[src/lds_cfg.svh]
// Constants for the load diagnostic and supply-loss logic
`ifndef LDS_CFG_SVH
`define LDS_CFG_SVH

`define LDS_NUM_CH 4
`define LDS_CLK_PERIOD_NS 10
`define LDS_LED_OPENLOAD_SELECT_PERIOD_NS 1000
`define LDS_LED_OPENLOAD_SELECT_CYCLES ((`LDS_LED_OPENLOAD_SELECT_PERIOD_NS + `LDS_CLK_PERIOD_NS - 1) / `LDS_CLK_PERIOD_NS)
`define LDS_DUTY_W 7
`define LDS_DUTY_FULL 7'h7F
`define LDS_ALL_ON 4'hF
`define LDS_ALL_OFF 4'h0

`endif

[src/lds_pkg.sv]
// Types shared by the load diagnostic and supply-loss logic
package lds_pkg;

    typedef enum logic [2:0] {
        MODE_NORMAL = 3'h1,
        MODE_FAILSAFE = 3'h2,
        MODE_POR = 3'h4
    } lds_mode_type;

endpackage : lds_pkg
[src/lds_load_diag.sv]
// Load diagnostics, sense routing and supply-loss handling of a four-output switch
//
// Function
// Below on-state threshold sets lit open-load flag; output stays on, fault pin untouched.
// Per-output select bit picks bulb or LED on-state open-load threshold.
// LED open-load checked once per period, only while fully on.
// Open-load flag clears only once condition gone and a read happened; the code also clears it on any configuration reset.
// Per-output disable bit suppresses on-state open-load detection.
// Sense pin reports selected output current or flag temperature per configuration.
// Current copy driven only while selected output is on.
// Current copy disabled in fail-safe mode.
// Normal mode latches overheat warning; a read clears it.
// Supply clamp cancels turn-off and switches all four outputs on.
// Ground loss turns all outputs off.
// Logic supply loss or enabled fail level resets configuration registers.
// Without logic supply, direct inputs drive outputs while battery is in range.
// Protections stay active during logic loss with all-zero defaults.
// Battery power-on reset turns outputs off, restarts later, clears retry counter.
// Host commands outputs off below 5.0 V battery.
// Battery loss with logic supply and reset high keeps configuration.
// Battery loss reported as undervoltage flag.
// Both supplies at power-on reset clear all registers and latched faults.
// Host transfers are sixteen-bit words, most significant bit first.
// Read-to-clear flags clear after the reporting frame, reset if still present.
`timescale 1ns/1ps
`include "lds_cfg.svh"

module lds_load_diag
    import lds_pkg::*;
#(
    parameter int NCH = `LDS_NUM_CH,
    parameter int LED_OPENLOAD_SELECT_CYC = `LDS_LED_OPENLOAD_SELECT_CYCLES
) (
    // Clock and reset
    input wire logic i_clk,
    input wire logic i_rst_n,
    // Configuration write from the serial port
    input wire logic i_cfg_wr,
    input wire logic [NCH-1:0] i_led_openload_select,
    input wire logic [NCH-1:0] i_lit_openload_disable,
    input wire logic [NCH-1:0] i_sense_gain_select,
    input wire logic [1:0] i_sense_channel_select,
    input wire logic i_sense_output_enable,
    input wire logic i_temp_enable,
    input wire logic i_vdd_fail_enable,
    // Frame completion and what it reported
    input wire logic i_frame_done,
    input wire logic i_read_diag,
    input wire logic i_read_status,
    // Output commands
    input wire logic [NCH-1:0] i_out_cmd,
    input wire logic [NCH*`LDS_DUTY_W-1:0] i_duty,
    input wire logic [NCH-1:0] i_direct_in,
    input wire logic [NCH-1:0] i_prot_fault,
    // Analog comparators
    input wire logic [NCH-1:0] i_below_bulb,
    input wire logic [NCH-1:0] i_below_led,
    input wire logic i_overtemp_warn,
    // Supply and pin monitors
    input wire logic i_vdd_ok,
    input wire logic i_vdd_below_fail,
    input wire logic i_vdd_por,
    input wire logic i_pwr_ok,
    input wire logic i_pwr_por,
    input wire logic i_clamp,
    input wire logic i_gnd_lost,
    input wire logic i_logic_reset_low_n,
    // Outputs to the power stage
    output logic [NCH-1:0] o_switch_outputs,
    output logic o_fault_status_out_n,
    // Diagnostic flags
    output logic [NCH-1:0] o_lit_openload_flag,
    output logic o_overheat_warning_bit,
    output logic o_undervoltage_flag,
    // Sense pin routing
    output logic o_sense_current_on,
    output logic o_sense_temp_on,
    output logic [1:0] o_sense_channel,
    output logic o_sense_gain,
    // Supply state towards other blocks
    output logic o_failsafe,
    output logic o_prot_defaults,
    output logic o_fault_clear,
    output logic o_retry_clear
);

    lds_mode_type mode_q;
    lds_mode_type mode_d;

    logic [NCH-1:0] cfg_led_sel_q;
    logic [NCH-1:0] cfg_ol_dis_q;
    logic [NCH-1:0] cfg_gain_q;
    logic [1:0] cfg_sel_q;
    logic cfg_sense_en_q;
    logic cfg_temp_en_q;
    logic cfg_vdd_fail_en_q;

    logic [NCH-1:0] sw_q;
    logic [NCH-1:0] sw_d;
    logic fsb_q;
    logic warn_q;
    logic uv_q;
    logic cur_on_q;
    logic temp_on_q;
    logic [1:0] chan_q;
    logic gain_q;
    logic fclr_q;
    logic rclr_q;
    logic [NCH-1:0] ol_flag;
    logic [NCH-1:0] full_on;
    logic [NCH-1:0] below;

    // Supply decode
    wire both_por = i_pwr_por && i_vdd_por;
    wire any_por = i_pwr_por || both_por;
    wire vdd_fail = i_vdd_below_fail && cfg_vdd_fail_en_q;
    // Battery loss alone leaves the configuration in place
    wire cfg_rst = both_por || !i_vdd_ok || vdd_fail || !i_logic_reset_low_n; // see see
    wire read_diag = i_frame_done && i_read_diag;
    wire read_stat = i_frame_done && i_read_status;

    assign mode_d = any_por ? MODE_POR :
                    (!i_vdd_ok ? MODE_FAILSAFE : MODE_NORMAL);

    // Output drive: ground loss wins, then clamp, then power-on reset
    wire [NCH-1:0] fs_drive = i_pwr_ok ? (i_direct_in & ~i_prot_fault) : `LDS_ALL_OFF;
    wire [NCH-1:0] nm_drive = i_pwr_ok ? (i_out_cmd & ~i_prot_fault) : `LDS_ALL_OFF;

    always_comb begin
        sw_d = `LDS_ALL_OFF;
        unique case (mode_d)
            MODE_NORMAL: sw_d = nm_drive;
            MODE_FAILSAFE: sw_d = fs_drive;
            MODE_POR: sw_d = `LDS_ALL_OFF;
        endcase
        if (i_clamp) begin
            sw_d = `LDS_ALL_ON;
        end
        if (i_gnd_lost) begin
            sw_d = `LDS_ALL_OFF;
        end
    end

    // Sense routing follows the next output state so it never leads the switch
    wire cur_sel = cfg_sense_en_q && !cfg_temp_en_q;
    wire cur_on_d = cur_sel && (mode_d == MODE_NORMAL) && sw_d[cfg_sel_q]; // see
    wire temp_on_d = cfg_temp_en_q && (mode_d == MODE_NORMAL);

    // Open-load only upsets the flags; the fault pin ignores it
    wire fsb_d = !(|i_prot_fault || !i_pwr_ok);
    wire warn_d = !cfg_rst && (((mode_d == MODE_NORMAL) && i_overtemp_warn) ||
                  (warn_q && !read_diag)); // see
    wire uv_d = !i_pwr_ok || (uv_q && !read_stat && !cfg_rst);
    wire rclr_d = (mode_d != mode_q) || any_por;

    always_ff @(posedge i_clk or negedge i_rst_n) begin
        if (!i_rst_n) begin
            cfg_led_sel_q <= '0;
            cfg_ol_dis_q <= '0;
            cfg_gain_q <= '0;
            cfg_sel_q <= 2'h0;
            cfg_sense_en_q <= 1'b0;
            cfg_temp_en_q <= 1'b0;
            cfg_vdd_fail_en_q <= 1'b0;
        end else if (cfg_rst) begin
            // Zeroed bits are also the fail-safe protection defaults
            cfg_led_sel_q <= '0; // see see
            cfg_ol_dis_q <= '0;
            cfg_gain_q <= '0;
            cfg_sel_q <= 2'h0;
            cfg_sense_en_q <= 1'b0;
            cfg_temp_en_q <= 1'b0;
            cfg_vdd_fail_en_q <= 1'b0;
        end else if (i_cfg_wr) begin
            cfg_led_sel_q <= i_led_openload_select;
            cfg_ol_dis_q <= i_lit_openload_disable;
            cfg_gain_q <= i_sense_gain_select;
            cfg_sel_q <= i_sense_channel_select;
            cfg_sense_en_q <= i_sense_output_enable;
            cfg_temp_en_q <= i_temp_enable;
            cfg_vdd_fail_en_q <= i_vdd_fail_enable;
        end
    end

    always_ff @(posedge i_clk or negedge i_rst_n) begin
        if (!i_rst_n) begin
            mode_q <= MODE_POR;
            sw_q <= `LDS_ALL_OFF;
            fsb_q <= 1'b1;
            warn_q <= 1'b0;
            uv_q <= 1'b0;
            fclr_q <= 1'b1;
            rclr_q <= 1'b1;
        end else begin
            mode_q <= mode_d;
            sw_q <= sw_d;
            fsb_q <= fsb_d;
            warn_q <= warn_d;
            uv_q <= uv_d;
            fclr_q <= cfg_rst;
            rclr_q <= rclr_d;
        end
    end

    always_ff @(posedge i_clk or negedge i_rst_n) begin
        if (!i_rst_n) begin
            cur_on_q <= 1'b0;
            temp_on_q <= 1'b0;
            chan_q <= 2'h0;
            gain_q <= 1'b0;
        end else begin
            cur_on_q <= cur_on_d;
            temp_on_q <= temp_on_d;
            chan_q <= cfg_sel_q;
            gain_q <= cfg_gain_q[cfg_sel_q];
        end
    end

    // One detector per output
    for (genvar k = 0; k < NCH; k++) begin : g_ch
        assign full_on[k] = (i_duty[k*`LDS_DUTY_W +: `LDS_DUTY_W] == `LDS_DUTY_FULL);
        assign below[k] = cfg_led_sel_q[k] ? i_below_led[k] : i_below_bulb[k];

        lds_openload_chan #(
            .PERIOD_CYC(LED_OPENLOAD_SELECT_CYC)
        ) u_ol (
            .i_clk(i_clk),
            .i_rst_n(i_rst_n),
            .i_clr(cfg_rst),
            .i_on(sw_q[k]),
            .i_full_on(full_on[k]),
            .i_led_sel(cfg_led_sel_q[k]),
            .i_disable(cfg_ol_dis_q[k] || mode_q != MODE_NORMAL),
            .i_below(below[k]),
            .i_read_done(read_diag),
            .o_flag(ol_flag[k])
        );
    end

    assign o_switch_outputs = sw_q;
    assign o_fault_status_out_n = fsb_q;
    assign o_lit_openload_flag = ol_flag;
    assign o_overheat_warning_bit = warn_q;
    assign o_undervoltage_flag = uv_q;
    assign o_sense_current_on = cur_on_q;
    assign o_sense_temp_on = temp_on_q;
    assign o_sense_channel = chan_q;
    assign o_sense_gain = gain_q;
    assign o_failsafe = (mode_q == MODE_FAILSAFE);
    assign o_prot_defaults = (mode_q == MODE_FAILSAFE);
    assign o_fault_clear = fclr_q;
    assign o_retry_clear = rclr_q;
endmodule : lds_load_diag

[src/lds_openload_chan.sv]
// Lit open-load detector and read-to-clear flag for one output
`timescale 1ns/1ps
`include "lds_cfg.svh"

module lds_openload_chan
    import lds_pkg::*;
#(
    parameter int PERIOD_CYC = `LDS_LED_OPENLOAD_SELECT_CYCLES
) (
    // Clock and reset
    input wire logic i_clk,
    input wire logic i_rst_n,
    // Channel state
    input wire logic i_clr,
    input wire logic i_on,
    input wire logic i_full_on,
    input wire logic i_led_sel,
    input wire logic i_disable,
    input wire logic i_below,
    input wire logic i_read_done,
    // Flag
    output logic o_flag
);

    localparam int CW = $clog2(PERIOD_CYC + 1);
    localparam logic [CW-1:0] LAST = CW'(PERIOD_CYC - 1);

    logic [CW-1:0] cnt_q;
    logic [CW-1:0] cnt_d;
    logic flag_q;
    logic flag_d;

    // LED loads only count while continuously fully on
    wire led_run = i_on && i_full_on && i_led_sel;
    wire led_tick = led_run && (cnt_q == LAST);
    wire eval = i_led_sel ? led_tick : i_on;
    wire set = !i_disable && eval && i_below;
    wire cond_gone = !(i_on && i_below);
    wire clr = i_read_done && cond_gone;

    assign cnt_d = (!led_run || led_tick) ? '0 : cnt_q + CW'(1);
    // Set beats the read clear, so a persisting fault shows again
    assign flag_d = !i_clr && (set || (flag_q && !clr)); // see see see

    always_ff @(posedge i_clk or negedge i_rst_n) begin
        if (!i_rst_n) begin
            cnt_q <= '0;
            flag_q <= 1'b0;
        end else begin
            cnt_q <= cnt_d;
            flag_q <= flag_d;
        end
    end

    assign o_flag = flag_q;
endmodule : lds_openload_chan

[config.mk]
export PLATFORM = sky130hd
export DESIGN_NAME = lds_load_diag
export DESIGN_NICKNAME = d
export VERILOG_FILES = /design/src/lds_pkg.sv /design/src/lds_load_diag.sv /design/src/lds_openload_chan.sv
export VERILOG_INCLUDE_DIRS = /design/src
export SDC_FILE = /design/constraint.sdc
export NUM_CORES = 1
export LEC_CHECK = 0
export BUFFER_PORTS_ARGS = -buffer_cell sky130_fd_sc_hd__buf_2
export CORE_ASPECT_RATIO = 1.1
export CORE_UTILIZATION = 50
export DETAILED_ROUTE_END_ITERATION = 6
export GPL_ROUTABILITY_DRIVEN = 0
export PLACE_DENSITY = 0.79
export RECOVER_POWER = 25
export SYNTH_ARGS = -nofsm -noshare
export SYNTH_HDL_FRONTEND = slang
export SYNTH_HIERARCHICAL = 1
export SYNTH_SLANG_ARGS = --single-unit
[constraint.sdc]
create_clock -name i_clk -period 2.1 [get_ports i_clk]
set_clock_uncertainty 0.05 [all_clocks]
set_input_delay 0.21 -clock i_clk [delete_from_list [all_inputs] [get_ports i_clk]]
set_output_delay 0.21 -clock i_clk [all_outputs]
set_load 0.03 [all_outputs]
==> insert_results.sql <==
INSERT INTO impl_metrics (metric_group, metric, value, unit) VALUES
('critical_path', 'critical_path.reg2reg.endpoint', 'g_ch[1].u_ol/o_flag$_DFF_PN0_', ''),
('cells_and_area', 'final_net_count', '488', ''),
('synthesis', 'synth_cells', '294', ''),
('critical_path', 'timing.setup.critical_path_class', 'primary input to flop', ''),
('power_and_ir_drop', 'power_leakage', '1.91', 'nW'),
('drt', 'avgViaCountPerCell', '5.44', ''),
('min_path', 'hold_path.startpoint', 'i_prot_fault[1]', ''),
('clocking', 'clock_sink_count', '66', ''),
('floorplan', 'floorplan.initialDensity', '0.531', ''),
('critical_path', 'path_buf_inv', '3', ''),
('clocking', 'ctsLongestPathBuffers', '2', ''),
('cells_and_area', 'drive_gt1_frac', '0.318', ''),
('min_path', 'whs_path_depth', '2', ''),
('min_path', 'hold-path-endpoint', 'o_switch_outputs[1]$_DFF_PN0_', ''),
('cells_and_area', 'layout.core_utilization', '0.679', ''),
('placed_design', 'port_buffer_count', '99', ''),
('synthesis', 'postSynth.asyncResetShare', '1.00', ''),
('drt', 'final_wirelength', '7.07', 'mm'),
('synthesis', 'synthesis.nets', '378', ''),
('global_route', 'globalRoute.busiestLayer', 'met2', ''),
('timing', 'fin_worst_hold_slack', '0.0433', 'ns'),
('synthesis', 'yosysSeqAreaShare', '0.531', ''),
('clocking', 'clock_tree.htree_level_count', '3', ''),
('timing', 'fmax', '513', 'MHz'),
('drt', 'drc', '0', ''),
('synthesis', 'post-synth-top-count-cell', 'dfrtp_1', ''),
('timing', 'setup_viol_count_final', '0', ''),
('global_route', 'grt_first_pass_wirelength', '11.8', 'mm'),
('global_route', 'gr-total-overflow', '0', ''),
('critical_path', 'reg2reg_slack', '0.36', 'ns'),
('drt', 'wirelength_per_cell', '14.5', 'µm'),
('critical_path', 'worst_path_max_delay_cell', 'dlygate4sd3_1', ''),
('clocking', 'clockRootBuffer', 'clkbuf_8', ''),
('cells_and_area', 'antenna_cells_inserted', '0', ''),
('min_path', 'timing.hold.worst.class', 'primary input to flop', ''),
('floorplan', 'floorplan.die.width', '77.3', 'µm'),
('synthesis', 'synth.top_cells.by_count', 'dfrtp_1 (62), nor2_1 (53), mux2i_1 (22)', ''),
('timing', 'final.period_utilization', '0.929', ''),
('floorplan', 'floorplan.die.height', '84.8', 'µm'),
('floorplan', 'boundaryPins', '100', ''),
('clocking', 'number_of_buffers_created_by_cts', '9', ''),
('synthesis', 'synth_flop_cell', 'dfrtp_1', ''),
('floorplan', 'floorplan.rows', '29', ''),
('critical_path', 'worst-endpoint-arrival', '2.14', 'ns'),
('critical_path', 'worst_path_top_cell_family_by_delay', 'buffers and inverters', ''),
('synthesis', 'ys_warn_count', '6', ''),
('synthesis', 'postSynthRegisterBits', '66', ''),
('clocking', 'clk_latency', '0.35', 'ns'),
('placed_design', 'place_ws', '0.328', 'ns'),
('global_route', 'grt_use_met3', '0.0624', ''),
('floorplan', 'die_area', '6560', 'µm²'),
('synthesis', 'yosysTopAreaCellShare', '0.497', ''),
('job', 'maxCapViolCount', '0', ''),
('timing', 'rsz0062_at_grt', 'false', ''),
('synthesis', 'syn_area_per_cell', '10.6', 'µm²'),
('timing', 'timing.final.ws_setup', '0.150', 'ns'),
('critical_path', 'endpoint_kind', 'flop', ''),
('critical_path', 'required', '2.29', 'ns'),
('drt', 'drtIter0Drc', '136', ''),
('global_route', 'antenna_violations_before_repair', '0', ''),
('critical_path', 'worst_path_largest_cell_delay', '0.54', 'ns'),
('timing', 'relative_slew_margins', '0.254', ''),
('placed_design', 'place.detailed.hpwl', '5.18', 'mm'),
('power_and_ir_drop', 'max-vdd-ir-drop', '493', 'µV'),
('global_route', 'met2_usage', '0.377', ''),
('global_route', 'total_global_routing_track_utilization', '0.235', ''),
('drt', 'first_pass_iters', '4', ''),
('synthesis', 'synth.distinct_cells', '41', ''),
('run_status', 'run_status', 'finished, final reports clean', ''),
('critical_path', 'worstRegToRegCells', '3', ''),
('timing', 'drv_slew', '0', '');
routing by layer:
layer	up-vias	part of all wire
met2	80	0.48
met3	14	0.052
li1	1265	-
met1	1287	0.44
met4	0	0.020
met5	-	0
logic make-up after synthesis:
kind of cell | after synthesis | synth area share
AOI/OAI and AO/OA | 36 | 0.0806
buffers and inverters | 20 | 0.0317
and+or+nand+nor | 129 | 0.215
xor gates and xnor gates | 12 | 0.0337
muxes | 27 | 0.0923
DFF | 66 | 0.531
adders and majority gates | 4 | 0.0160
how the worst max path moves through the flow:
stage / startpoint / endpoint / cells after the start / slack (ns)
final: i_pwr_por / g_ch[1].u_ol/o_flag$_DFF_PN0_ / 8 / 0.15
after CTS: i_pwr_por / g_ch[1].u_ol/o_flag$_DFF_PN0_ / 8 / 0.13
after floorplan: cfg_vdd_fail_en_q$_DFFE_PN0P_ / g_ch[0].u_ol/o_flag$_DFF_PN0_ / 6 / 0.37
after global routing: i_pwr_por / g_ch[1].u_ol/o_flag$_DFF_PN0_ / 8 / 0.04
after detailed placement: i_pwr_por / g_ch[1].u_ol/o_flag$_DFF_PN0_ / 7 / 0.33
after global placement: i_pwr_por / g_ch[2].u_ol/o_flag$_DFF_PN0_ / 7 / 0.42
registers in the layout, indices dropped and copies added, names as in the netlist, 2 cells and up:
| signal | flops |
|---|---|
| g_ch.u_ol/cnt_q | 28 |
| cfg_gain_q | 4 |
| cfg_led_sel_q | 4 |
| cfg_ol_dis_q | 4 |
| g_ch.u_ol/o_flag | 4 |
| o_switch_outputs | 4 |
| mode_q | 3 |
| cfg_sel_q | 2 |
| o_sense_channel | 2 |
stage by stage:
stage	total power, mW	area [µm²]	instances
finish	2.88	3990	486
global route	2.98	3990	486
CTS	2.90	3990	486
detailed placement	1.58	3700	466
global placement	1.58	3700	466
floorplan	1.45	3120	294
placed cells by master, fill, tap and decap left out, drive strengths merged, types with 2 or more instances in the layout:
master / synthesis / routed
nand4b: 5 / 5
clkinvlp: 0 / 2
bufinv: 0 / 3
a21oi: 8 / 8
o21bai: 4 / 4
or3: 8 / 8
nand2b: 7 / 7
buf: 5 / 101
nor2: 53 / 53
or4: 4 / 4
ha: 4 / 4
nor3: 2 / 2
o21ai: 10 / 10
and2b: 2 / 2
a22oi: 2 / 2
dfrtp: 62 / 62
nand4: 4 / 4
nand3: 21 / 21
o2111ai: 4 / 4
inv: 13 / 13
o41ai: 2 / 2
or4b: 4 / 4
dfstp: 4 / 4
xor2: 8 / 8
clkbuf: 1 / 11
dlygate4sd3: 1 / 4
mux2: 4 / 4
xnor2: 4 / 4
mux2i: 22 / 22
nand2: 12 / 12
o311ai: 4 / 4
nor4: 2 / 2
repair_timing:
| action | CTS | global route |
|---|---|---|
| gates resized for setup | 0 | 1 |
| setup endpoints to repair | 0 | 1 |
| hold buffers | 4 | 0 |
| endpoints found under the hold margin | 17 | 0 |
| buffers inserted | 0 | 0 |
power breakdown:
part	internal [mW]	total (mW)	leakage, nW	switching (mW)
Sequential	1.29	1.31	0.895	0.0189
Clock	0.822	1.32	0.119	0.493
Combinational	0.114	0.251	0.896	0.137
layout make-up:
cell class | instances | area [µm²] | share of cell area
inverters | 13 | 48.8 | 0.0122
clock inverters | 6 | 114 | 0.0285
clock buffers | 10 | 138 | 0.0345
well taps | 77 | 96.3 | 0.0242
flip-flops and latches | 66 | 1660 | 0.415
repair buffers | 106 | 573 | 0.144
multi-input cells | 208 | 1360 | 0.342
No activity file was read; power rests on OpenSTA's default activity.
